**config.mk**
```make
export PLATFORM = sky130hd
export DESIGN_NAME = adc_serial_cfg
export DESIGN_NICKNAME = d
export VERILOG_FILES = /design/src/inc/adc_cfg_pkg.sv /design/src/logic/adc_serial_cfg.sv
export SDC_FILE = /design/constraint.sdc
export NUM_CORES = 1
export LEC_CHECK = 0
export ABC_AREA = 0
export ABC_CLOCK_PERIOD_IN_PS = 8029
export BUFFER_PORTS_ARGS = -buffer_cell sky130_fd_sc_hd__buf_4
export CORE_MARGIN = 10
export CORE_UTILIZATION = 55
export CTS_CLUSTER_SIZE = 28
export DETAILED_ROUTE_END_ITERATION = 7
export PLACE_DENSITY = 0.8
export SLEW_MARGIN = 25
export SYNTH_ARGS = -nofsm -noshare
export SYNTH_HDL_FRONTEND = slang
export SYNTH_SLANG_ARGS = --single-unit
export TNS_END_PERCENT = 50
```
**constraint.sdc**
```tcl
create_clock -name clk -period 8.03 [get_ports clk]
set_input_delay 0.803 -clock clk [delete_from_list [all_inputs] [get_ports clk]]
set_output_delay 0.803 -clock clk [all_outputs]
set_load 0.05 [all_outputs]
```
**src/inc/adc_cfg_pkg.sv**
```systemverilog
// Package for the converter serial configuration bank: addresses, fields, reset values, patterns.
// Assumes a 10 MHz system clock and register accesses already decoded from the serial command frames.
package adc_cfg_pkg;
  // Register addresses and the low-power key
  localparam logic [8:0] ADDR_LOW_POWER = 9'h010;
  localparam logic [8:0] ADDR_KEY = 9'h011;
  localparam logic [8:0] ADDR_WR_PROTO = 9'h014;
  localparam logic [8:0] ADDR_RD_PROTO = 9'h018;
  localparam logic [8:0] ADDR_WORD_FMT = 9'h01c;
  localparam logic [7:0] KEY_VALUE = 8'h69;
  // Reset values
  localparam logic [7:0] RST_LOW_POWER = 8'h00;
  localparam logic [7:0] RST_WR_PROTO = 8'h00;
  localparam logic [7:0] RST_RD_PROTO = 8'h00;
  localparam logic [7:0] RST_WORD_FMT = 8'h00;
  // Writable bit masks; all other bits read as zero
  localparam logic [7:0] MASK_LOW_POWER = 8'h03;
  localparam logic [7:0] MASK_WR_PROTO = 8'h03;
  localparam logic [7:0] MASK_RD_PROTO = 8'hdf;
  localparam logic [7:0] MASK_WORD_FMT = 8'h3f;
  // Field positions
  localparam int LP_SLEEP_BIT = 1;
  localparam int LP_DOWN_BIT = 0;
  localparam int RP_CLK_SRC_LSB = 6;
  localparam int RP_DDR_BIT = 4;
  localparam int RP_LANE_LSB = 2;
  localparam int RP_PROTO_LSB = 0;
  localparam int WF_SPAN_LSB = 4;
  localparam int WF_PAR_BIT = 3;
  localparam int WF_PAT_LSB = 0;
  // Output protocol codes and test patterns
  localparam logic [1:0] PROTO_LEGACY = 2'h0;
  localparam logic [1:0] PROTO_SRC_SYNC = 2'h3;
  localparam logic [15:0] PAT_ZEROS = 16'h0000;
  localparam logic [15:0] PAT_ONES = 16'hffff;
  localparam logic [15:0] PAT_ALT_ONE = 16'h5555;
  localparam logic [15:0] PAT_ALT_TWO = 16'h3333;
  localparam int WORD_BITS = 20;

  // Decoded configuration handed to the rest of the converter
  typedef struct packed {
    logic light_sleep_enable;
    logic full_power_down;
    logic cpol;
    logic cpha;
    logic [1:0] source_sync_clock_source;
    logic ddr;
    logic [1:0] output_lane_count;
    logic [1:0] output_protocol_select;
  } cfg_t;

  typedef enum logic {FRAME_IDLE, FRAME_ACTIVE} frame_state_t;
endpackage

```
**src/logic/adc_serial_cfg.sv**
```systemverilog
// Configuration register bank and output word shifter of the converter serial port.
// Assumes register accesses arrive decoded (address, data, strobes) and all pins are synchronous to clk.
`timescale 1ns/1ps
module adc_serial_cfg (
  // Clock and reset
  input wire logic clk,
  input wire logic rst,
  // Decoded register access
  input wire logic reg_wr,
  input wire logic reg_rd,
  input wire logic [8:0] reg_addr,
  input wire logic [7:0] reg_wdata,
  output logic [7:0] reg_rdata,
  // Conversion result
  input wire logic conv_valid,
  input wire logic [15:0] conv_data,
  // Serial link
  input wire logic cs_n,
  input wire logic sclk,
  output logic [3:0] lane_out,
  output logic [3:0] lane_oe,
  // Decoded configuration and current output word
  output adc_cfg_pkg::cfg_t cfg,
  output logic [19:0] output_word
);
  logic [7:0] low_power_control;
  logic [7:0] write_protocol_select;
  logic [7:0] read_protocol_select;
  logic [7:0] output_word_format;
  logic key_armed;
  logic [15:0] result;
  logic [19:0] next_word;
  logic [19:0] shifter;
  logic sclk_q;
  logic [3:0] nib_par;
  logic full_par;
  logic part_par;
  logic [15:0] data_field;
  logic lead_edge;
  logic trail_edge;
  logic launch;
  logic [2:0] step;
  adc_cfg_pkg::frame_state_t state;

  // Key is armed only by the key write and consumed by the very next write
  always_ff @(posedge clk or posedge rst) begin
    if (rst) begin
      key_armed <= 1'b0;
    end else if (reg_wr) begin
      key_armed <= (reg_addr == adc_cfg_pkg::ADDR_KEY) && (reg_wdata == adc_cfg_pkg::KEY_VALUE);
    end
  end

  // Low-power register; an unkeyed write is dropped silently
  always_ff @(posedge clk or posedge rst) begin
    if (rst) begin
      low_power_control <= adc_cfg_pkg::RST_LOW_POWER;
    end else if (reg_wr && reg_addr == adc_cfg_pkg::ADDR_LOW_POWER && key_armed) begin
      low_power_control <= reg_wdata & adc_cfg_pkg::MASK_LOW_POWER;
    end
  end

  // Protocol and format registers; masks keep reserved bits at zero
  always_ff @(posedge clk or posedge rst) begin
    if (rst) begin
      write_protocol_select <= adc_cfg_pkg::RST_WR_PROTO;
      read_protocol_select <= adc_cfg_pkg::RST_RD_PROTO;
      output_word_format <= adc_cfg_pkg::RST_WORD_FMT;
    end else if (reg_wr) begin
      if (reg_addr == adc_cfg_pkg::ADDR_WR_PROTO) begin
        write_protocol_select <= reg_wdata & adc_cfg_pkg::MASK_WR_PROTO;
      end
      if (reg_addr == adc_cfg_pkg::ADDR_RD_PROTO) begin
        read_protocol_select <= reg_wdata & adc_cfg_pkg::MASK_RD_PROTO;
      end
      if (reg_addr == adc_cfg_pkg::ADDR_WORD_FMT) begin
        output_word_format <= reg_wdata & adc_cfg_pkg::MASK_WORD_FMT;
      end
    end
  end

  // Read data is registered; unmapped addresses, the key among them, read zero
  always_ff @(posedge clk or posedge rst) begin
    if (rst) begin
      reg_rdata <= 8'h00;
    end else if (reg_rd) begin
      case (reg_addr)
        adc_cfg_pkg::ADDR_LOW_POWER: reg_rdata <= low_power_control;
        adc_cfg_pkg::ADDR_WR_PROTO: reg_rdata <= write_protocol_select;
        adc_cfg_pkg::ADDR_RD_PROTO: reg_rdata <= read_protocol_select;
        adc_cfg_pkg::ADDR_WORD_FMT: reg_rdata <= output_word_format;
        default: reg_rdata <= 8'h00;
      endcase
    end
  end

  // Decoded configuration; protocols 01b and 10b are kept as written, behaving as legacy
  always_ff @(posedge clk or posedge rst) begin
    if (rst) begin
      cfg <= '0;
    end else begin
      cfg.light_sleep_enable <= low_power_control[adc_cfg_pkg::LP_SLEEP_BIT];
      cfg.full_power_down <= low_power_control[adc_cfg_pkg::LP_DOWN_BIT];
      cfg.cpol <= write_protocol_select[1];
      cfg.cpha <= write_protocol_select[0];
      cfg.source_sync_clock_source <= read_protocol_select[adc_cfg_pkg::RP_CLK_SRC_LSB +: 2];
      cfg.ddr <= read_protocol_select[adc_cfg_pkg::RP_DDR_BIT];
      cfg.output_lane_count <= read_protocol_select[adc_cfg_pkg::RP_LANE_LSB +: 2];
      cfg.output_protocol_select <= read_protocol_select[adc_cfg_pkg::RP_PROTO_LSB +: 2];
    end
  end

  // Latest conversion result
  always_ff @(posedge clk or posedge rst) begin
    if (rst) begin
      result <= 16'h0000;
    end else if (conv_valid) begin
      result <= conv_data;
    end
  end

  // Data field: conversion result or a fixed test pattern
  always_comb begin
    case (output_word_format[adc_cfg_pkg::WF_PAT_LSB +: 3])
      3'h4: data_field = adc_cfg_pkg::PAT_ZEROS;
      3'h5: data_field = adc_cfg_pkg::PAT_ONES;
      3'h6: data_field = adc_cfg_pkg::PAT_ALT_ONE;
      3'h7: data_field = adc_cfg_pkg::PAT_ALT_TWO;
      default: data_field = result;
    endcase
  end

  // Parity per nibble, most significant nibble first
  genvar gi;
  generate
    for (gi = 0; gi < 4; gi++) begin : g_nib
      assign nib_par[gi] = ^data_field[15 - 4 * gi -: 4];
    end
  endgenerate

  // Partial parity grows with the span; full parity covers all 16 bits
  always_comb begin
    full_par = ^nib_par;
    case (output_word_format[adc_cfg_pkg::WF_SPAN_LSB +: 2])
      2'h0: part_par = nib_par[0];
      2'h1: part_par = ^nib_par[1:0];
      2'h2: part_par = ^nib_par[2:0];
      default: part_par = full_par;
    endcase
    next_word = {data_field, 4'h0};
    if (output_word_format[adc_cfg_pkg::WF_PAR_BIT]) begin
      next_word[3] = full_par;
      next_word[2] = part_par;
    end
  end

  // Word register tracks format and result every cycle
  always_ff @(posedge clk or posedge rst) begin
    if (rst) begin
      output_word <= '0;
    end else begin
      output_word <= next_word;
    end
  end

  // Clock edge detection on the sampled serial clock
  always_ff @(posedge clk or posedge rst) begin
    if (rst) begin
      sclk_q <= 1'b0;
    end else begin
      sclk_q <= sclk;
    end
  end

  // Leading edge leaves the idle level, trailing edge returns to it
  always_comb begin
    lead_edge = (sclk != sclk_q) && (sclk_q == cfg.cpol);
    trail_edge = (sclk != sclk_q) && (sclk_q != cfg.cpol);
    if (cfg.output_protocol_select == adc_cfg_pkg::PROTO_SRC_SYNC) begin
      launch = cfg.ddr ? (sclk != sclk_q) : lead_edge;
    end else begin
      launch = cfg.cpha ? lead_edge : trail_edge;
    end
    case (cfg.output_lane_count)
      2'h2: step = 3'h2;
      2'h3: step = 3'h4;
      default: step = 3'h1;
    endcase
  end

  // Frame control: load at select, shift by the lane count on each launch edge
  always_ff @(posedge clk or posedge rst) begin
    if (rst) begin
      state <= adc_cfg_pkg::FRAME_IDLE;
      shifter <= '0;
    end else begin
      case (state)
        adc_cfg_pkg::FRAME_IDLE: begin
          if (!cs_n) begin
            state <= adc_cfg_pkg::FRAME_ACTIVE;
            shifter <= output_word;
          end
        end
        adc_cfg_pkg::FRAME_ACTIVE: begin
          if (cs_n) begin
            state <= adc_cfg_pkg::FRAME_IDLE;
          end else if (launch) begin
            shifter <= shifter << step;
          end
        end
        default: state <= adc_cfg_pkg::FRAME_IDLE;
      endcase
    end
  end

  // Lane i carries bit 19-i of the shifter, so lane 0 always holds the most significant bit
  always_ff @(posedge clk or posedge rst) begin
    if (rst) begin
      lane_out <= 4'h0;
    end else if (state == adc_cfg_pkg::FRAME_IDLE) begin
      lane_out <= {output_word[16], output_word[17], output_word[18], output_word[19]};
    end else begin
      lane_out <= {shifter[16], shifter[17], shifter[18], shifter[19]};
    end
  end

  // Drivers only while selected, so devices in a star may share the lines
  always_ff @(posedge clk or posedge rst) begin
    if (rst) begin
      lane_oe <= 4'h0;
    end else if (cs_n) begin
      lane_oe <= 4'h0;
    end else begin
      case (cfg.output_lane_count)
        2'h2: lane_oe <= 4'h3;
        2'h3: lane_oe <= 4'hf;
        default: lane_oe <= 4'h1;
      endcase
    end
  end

  // Checks
  AST_KEY_WRITE: assert property (@(posedge clk) disable iff (rst)
    reg_wr && reg_addr == adc_cfg_pkg::ADDR_LOW_POWER && key_armed |=> low_power_control == ($past(reg_wdata) & 8'h03))
    else $error("keyed low-power write not taken");
  AST_UNKEYED: assert property (@(posedge clk) disable iff (rst)
    reg_wr && reg_addr == adc_cfg_pkg::ADDR_LOW_POWER && !key_armed |=> $stable(low_power_control))
    else $error("unkeyed low-power write changed register");
  AST_SLEEP: assert property (@(posedge clk) disable iff (rst)
    ##1 cfg.light_sleep_enable == $past(low_power_control[1]))
    else $error("light sleep does not follow register");
  AST_DOWN: assert property (@(posedge clk) disable iff (rst)
    ##1 cfg.full_power_down == $past(low_power_control[0]))
    else $error("power down does not follow register");
  AST_RSVD: assert property (@(posedge clk) disable iff (rst)
    low_power_control[7:2] == 6'h00 && write_protocol_select[7:2] == 6'h00)
    else $error("reserved bits set");
  AST_BIT5: assert property (@(posedge clk) disable iff (rst)
    reg_rd && reg_addr == adc_cfg_pkg::ADDR_RD_PROTO |=> !reg_rdata[5])
    else $error("read protocol bit 5 reads one");
  AST_FMT_TOP: assert property (@(posedge clk) disable iff (rst)
    reg_rd && reg_addr == adc_cfg_pkg::ADDR_WORD_FMT |=> reg_rdata[7:6] == 2'h0)
    else $error("format bits 7:6 read nonzero");
  AST_PARITY: assert property (@(posedge clk) disable iff (rst)
    ##1 ($past(output_word_format[3]) ? (output_word[3] == ^output_word[19:4]) : (output_word[3:2] == 2'h0)))
    else $error("parity bits wrong");
  AST_PATTERN: assert property (@(posedge clk) disable iff (rst)
    output_word_format[2:0] == 3'h6 ##1 output_word_format[2:0] == 3'h6 |-> output_word[19:4] == 16'h5555)
    else $error("test pattern wrong");
  AST_FLOAT: assert property (@(posedge clk) disable iff (rst)
    cs_n |=> lane_oe == 4'h0)
    else $error("lanes driven while deselected");
  AST_QUAD: assert property (@(posedge clk) disable iff (rst)
    !cs_n && cfg.output_lane_count == 2'h3 |=> lane_oe == 4'hf)
    else $error("quad lanes not enabled");
  COV_KEYED: cover property (@(posedge clk) key_armed && reg_wr && reg_addr == adc_cfg_pkg::ADDR_LOW_POWER);
  COV_FRAME: cover property (@(posedge clk) state == adc_cfg_pkg::FRAME_ACTIVE && launch);
  COV_SRC_DDR: cover property (@(posedge clk) cfg.output_protocol_select == 2'h3 && cfg.ddr && launch);
endmodule // adc_serial_cfg

```
==> flow_metrics.tcl, run 1 <==
set metrics [dict create \
    synth_top_family_by_area "multiplexers" \
    synth_cell_types 40 \
    root_buffer "clkbuf_8" \
    cpPeakStageDelay_ps 970 \
    dpl.hpwl_um 7350 \
    rsz0062_at_grt "false" \
    vdd_ir_drop_max_uv 110 \
    syn-instance-count 408 \
    syn-cell-area_um2 4470 \
    yosys.area_share.simple_pct 9.69 \
    worstMarginPinSlew_ps 937 \
    crit_fanout 20 \
    cts_buffer_depth 2 \
    hold_path_class "primary input to asynchronous set/reset pin" \
    cts_buffers 9 \
    synth_compound_area_share_pct 9.91 \
    vias 3183 \
    ant_nets 0 \
    synth_seq_cells 99 \
    via_per_inst 5.40 \
    nets 522 \
    postCtsResizedCells 0 \
    grt_pass1_vias 3228 \
    finalCriticalPeriod_ps 2480 \
    top_usage_layer "met2" \
    end_kind "primary output" \
    drtPass1Iterations 4 \
    postCtsHoldBufs 0 \
    status "finished clean" \
    p_total_mw 1.20 \
    clk_pin_slew_worst_paths_ps 100 \
    drive_gt1_share_pct 29.4 \
    core_area_um2 7810 \
    max_freq_mhz 403 \
    cts_setup_buffers 0 \
    detail_route.drc_violations 0 \
    synthArstFlopShare_pct 100 \
    regToRegEndpoint "output_word[2]$_DFF_PP0_" \
    gp_congestion 0.920 \
    initial_core_util_pct 57.2 \
    required_ps 7230 \
    grt_pass1_wl_um 16200 \
    r2r_cells 4 \
    clkLatencyLatePin_ps 360 \
    max-slew-margin-rel_pct 37.5 \
    synth_fa_ha_area_share_pct 0 \
    use_met1_pct 21.3 \
    min_period_over_period_pct 30.9 \
    yosysSeqAreaShare_pct 55.4 \
    grt_use_met2_pct 27.8 \
    synthFlopType "dfrtp_1" \
    finalHoldViolations 0 \
    grt_overflow 0 \
    die_w_um 110 \
    drtIter0Drc 132 \
    power_density_nw_per_um2 222 \
    h-tree-depth 3 \
    drv_cap 0 \
    cts_tree "done" \
    grt_start_max_net_pins 77 \
    r2r_slack_ps 6120 \
    antenna_cells 0 \
    fp-row-count 32 \
    r2r_start "output_word_format[2]$_DFFE_PP0P_" \
    crit_chain "buf_4" \
    cpLargestDelayFamily "flip-flops" \
    fp.dieArea_um2 12100 \
    synthMuxAreaShare_pct 16.3 \
    critPathSlowestCell "dfrtp_1" \
    antenna_found_initial 0 \
    yosys_warnings 0 \
    wire_per_inst_um 16.9 \
    critPathArrivalTime_ps 1680 \
    critical_path_buf_inv_count 1 \
    drt_wl_total_um 9980 \
    clock-sinks 99 \
    grt_use_total_pct 16.9 \
    syn-mean-instance-area_um2 11.0 \
    areaGrowthSynthToFinish_pct 20.8 \
    whs_ps 406 \
    finClkSkew_ps 11.8 \
    cp-start-kind "flop" \
    gr-usage-met3_pct 3.37 \
    p_leak_nw 2.52 \
    io-pin-count 87 \
    synth-xor-area-share_pct 3.84 \
    maxSlewViolCount 0 \
    worstSetupPathType "flop to primary output" \
    synth-edff-count 0 \
    setup_tns_ps 0 \
    portBuffers 84 \
    setup_viol 0 \
    die_h_um 110 \
]
## synthesized netlist by cell type (5+ instances only)
| cell | count | area [um^2] |
|---|---|---|
| nand2_1 | 20 | 75.1 |
| a21oi_1 | 33 | 165 |
| buf_2 | 5 | 25.0 |
| clkbuf_1 | 15 | 56.3 |
| nor2_1 | 46 | 173 |
| xnor2_1 | 15 | 131 |
| o21ai_0 | 21 | 105 |
| mux2i_1 | 39 | 390 |
| inv_1 | 25 | 93.8 |
| dfrtp_1 | 99 | 2480 |
| mux2_2 | 30 | 338 |
| o22ai_1 | 7 | 43.8 |
## area by class of cell
| type | count | area [um^2] |
|---|---|---|
| flip-flops and latches | 99 | 2480 |
| fillers | 591 | 2410 |
| multi-input cells | 259 | 1790 |
| repair buffers | 88 | 681 |
| well taps | 102 | 128 |
| clock buffers | 9 | 124 |
| clock inverters | 7 | 108 |
| inverters | 25 | 95.1 |
## stage by stage
step	setup slack (ps)	instance area [um^2]	cells	util, %
after floorplan	4640	4470	409	-
after global placement	5580	5140	572	65.8
after detailed placement	5510	5140	572	65.8
after CTS	5420	5370	588	68.8
after global routing	5450	5400	589	69.2
final	5550	5400	589	69.2
## how the worst max path moves through the flow
stage	slack, ps	endpoint	cells after the start	start
finish	5550	cfg[2]	1	cfg[2]$_DFF_PP0_
global route	5450	cfg[2]	1	cfg[2]$_DFF_PP0_
CTS	5420	cfg[3]	1	cfg[3]$_DFF_PP0_
detailed placement	5510	read_protocol_select[4]$_DFFE_PP0P_	7	reg_addr[7]
global placement	5580	read_protocol_select[2]$_DFFE_PP0P_	7	reg_addr[7]
floorplan	4640	cfg[0]$_DFF_PP0_	1	rst
## flip-flops by register name, indices dropped and copies added, names as in the netlist, 4 cells and up
name and count:
cfg 11, shifter 20, lane_out 4, reg_rdata 8, read_protocol_select 7, result 16, output_word_format 6, output_word 18
## where the power goes
part	internal (mW)	switching [mW]
clock network	0.181	0.180
logic	0.110	0.148
registers	0.538	0.0394
## cells by family (layout without fill, tap and decap cells)
family,after synthesis,count (layout)
compound gates,77,77
xor+xnor,18,18
buf+inv,51,129
flops,99,99
mux,69,69
other cells,1,2
simple gates,93,93
## cell usage in the layout (no fill, tap or decap), drive strengths merged, types with 2 or more instances in the layout
cell type and count:
xor2 2, nand2b 3, o211ai 2, nor4b 2, mux2 30, inv 27
o221ai 2, nand2 20, nand4b 2, mux2i 39, conb 2, buf 88
clkbuf 9, xnor2 15, a21oi 33, clkinv 2, nor3b 2, and2 4
o21a 4, o32ai 2, dfrtp 99, bufinv 2, nor2b 3, a31oi 2
nand3 2, o22ai 7, o21ai 22, nor2 50
## layer usage
layer	vias to the layer above	part of all wire, %
li1	1543	-
met1	1523	43
met2	94	48
met3	23	6.3
met4	0	1.9
met5	-	0
Note: power is estimated with default switching activity, not from simulation.
==> run 2, diff against run 1 <==
--- a/config.mk
+++ b/config.mk
@@ -6,13 +6,13 @@
 export NUM_CORES = 1
 export LEC_CHECK = 0
 export ABC_AREA = 0
-export ABC_CLOCK_PERIOD_IN_PS = 8029
+export ABC_CLOCK_PERIOD_IN_PS = 2260
 export BUFFER_PORTS_ARGS = -buffer_cell sky130_fd_sc_hd__buf_4
 export CORE_MARGIN = 10
-export CORE_UTILIZATION = 55
+export CORE_UTILIZATION = 50
 export CTS_CLUSTER_SIZE = 28
 export DETAILED_ROUTE_END_ITERATION = 7
-export PLACE_DENSITY = 0.8
+export PLACE_DENSITY = 0.76
 export SLEW_MARGIN = 25
 export SYNTH_ARGS = -nofsm -noshare
 export SYNTH_HDL_FRONTEND = slang
==> constraint.sdc (replaced) <==
create_clock -name clk -period 2.26 [get_ports clk]
set_input_delay 0.226 -clock clk [delete_from_list [all_inputs] [get_ports clk]]
set_output_delay 0.226 -clock clk [all_outputs]
set_load 0.05 [all_outputs]
==> flow_metrics.tcl, run 2 (same netlist as run 1, synthesis figures left out) <==
set metrics [dict create \
    final_cell_mix "dfrtp_1, buf_4, nor2_1, mux2i_1, a21oi_1" \
    placed_area_um2 5180 \
    initial_core_util_pct 51.2 \
    cts_setup_buffers 0 \
    sw_frac_of_total_pct 31.6 \
    crit_fanout 17 \
    maxSlewViolCount 0 \
    worstSetupPathType "flop to primary output" \
    clock-sinks 99 \
    finalHoldViolations 0 \
    vdd_ir_drop_max_uv 353 \
    whs_ps 5.32 \
    crit_top_cell "buf_4" \
    nets 525 \
    r2r_start "result[6]$_DFFE_PP0P_" \
    power.internal_mw 2.84 \
    gp_congestion 0.854 \
    largest_reg_flops 20 \
    cts_buffers 9 \
    power_frac_comb_pct 21.9 \
    regMostFlops "shifter" \
    root_buffer "clkbuf_8" \
    setup_viol 0 \
    die_w_um 115 \
    critPathArrivalTime_ps 1650 \
    drv_cap 0 \
    final_cell_area_um2 5400 \
    setup_tns_ps 0 \
    p_total_mw 4.15 \
    hold_path_class "primary input to asynchronous set/reset pin" \
    areaGrowthSynthToFinish_pct 20.9 \
    fp.dieArea_um2 13100 \
    max-slew-margin-rel_pct 63.6 \
    drt_wl_total_um 9990 \
    portBuffers 84 \
    ant_nets 0 \
    postCtsResizedCells 0 \
    drtPass1Iterations 4 \
    fp-row-count 34 \
    antenna_cells 0 \
    min_period_over_period_pct 83.0 \
    postCtsHoldBufs 1 \
    h-tree-depth 3 \
    clkLatencyLatePin_ps 370 \
    switching_power_mw 1.31 \
    end_kind "primary output" \
    grt_pass1_vias 3081 \
    core_area_um2 8720 \
    seqPwrFrac_pct 49.4 \
    via_per_inst 5.25 \
    finalCriticalPeriod_ps 1880 \
    crit_chain "buf_4 -> buf_4" \
    io-pin-count 87 \
    detail_route.drc_violations 0 \
    required_ps 2030 \
    cts_tree "done" \
    power_frac_clock_pct 28.8 \
    worstMarginPinSlew_ps 545 \
    antenna_found_initial 0 \
    dpl.hpwl_um 7330 \
    max_freq_mhz 533 \
    drtIter0Drc 231 \
    drive_gt1_share_pct 29.4 \
    clk_pin_slew_worst_paths_ps 100 \
    power_density_nw_per_um2 768 \
    mostFrequentLayoutCell "dfrtp_1" \
    grt_use_total_pct 15.6 \
    setup.worst_path.start "lane_oe[0]$_DFF_PP0_" \
    p_leak_nw 2.51 \
    finClkSkew_ps 10.2 \
    status "finished clean" \
    cpPeakStageDelay_ps 670 \
    critPathSlowestCell "dfrtp_1" \
    grt_pass1_wl_um 16300 \
    cts_buffer_depth 2 \
    vias 3137 \
    die_h_um 115 \
    grt_overflow 0 \
    largestRegisters "shifter (20), output_word (18), result (16)" \
    grt_start_max_net_pins 100 \
    cp-start-kind "flop" \
    wire_per_inst_um 16.7 \
    rsz0062_at_grt "false" \
]
[run 2: worst max-delay path: cells and delay by family (launching register included)]
family / cells / cell delay [ps]
buffers and inverters: 2 / 610
DFF: 1 / 670
[run 2: layout make-up]
| cell class | count | area (um^2) |
|---|---|---|
| inverters | 25 | 97.6 |
| flip-flops and latches | 99 | 2480 |
| clock inverters | 7 | 85.1 |
| multi-input cells | 259 | 1790 |
| fillers | 727 | 3320 |
| clock buffers | 9 | 124 |
| repair buffers | 91 | 698 |
| well taps | 108 | 135 |
[run 2: power groups by stage]
stage,registers (mW),clock network [mW],logic [mW]
6_report,2.05,1.19,0.907
5_1_grt,2.07,1.28,0.989
4_1_cts,2.05,1.21,0.917
3_5_place_dp,2.08,0,0.910
3_3_place_gp,2.07,0,0.889
2_1_floorplan,2.20,0,0.526
[run 2: path summary, 6_finish.rpt]
kind	endpoint	slack, ps	depth (start not counted)
setup / recovery	lane_oe[0]	380	2
hold / removal	cfg[7]$_DFF_PP0_	5	3
setup reg to reg	output_word[2]$_DFF_PP0_	490	6
hold reg to reg	cfg[4]$_DFF_PP0_	410	0
max in group asynchronous	shifter[9]$_DFFE_PP0P_	1890	3
min in group clk	lane_oe[0]$_DFF_PP0_	30	2
[run 2: through the flow]
stage	util, %	cells	worst slack [ps]
2_1_floorplan	-	409	356
3_3_place_gp	59.5	581	370
3_5_place_dp	59.5	581	342
4_1_cts	62.0	598	380
5_1_grt	62.0	598	310
6_report	62.0	598	385
[run 2: metal layers]
layer	vias up	GRT usage, %	part of all wire, %
met2	78	24.0	47
met1	1516	20.5	45
met4	0	6.77	1.7
li1	1531	-	-
met3	12	3.35	5.3
met5	-	0	0
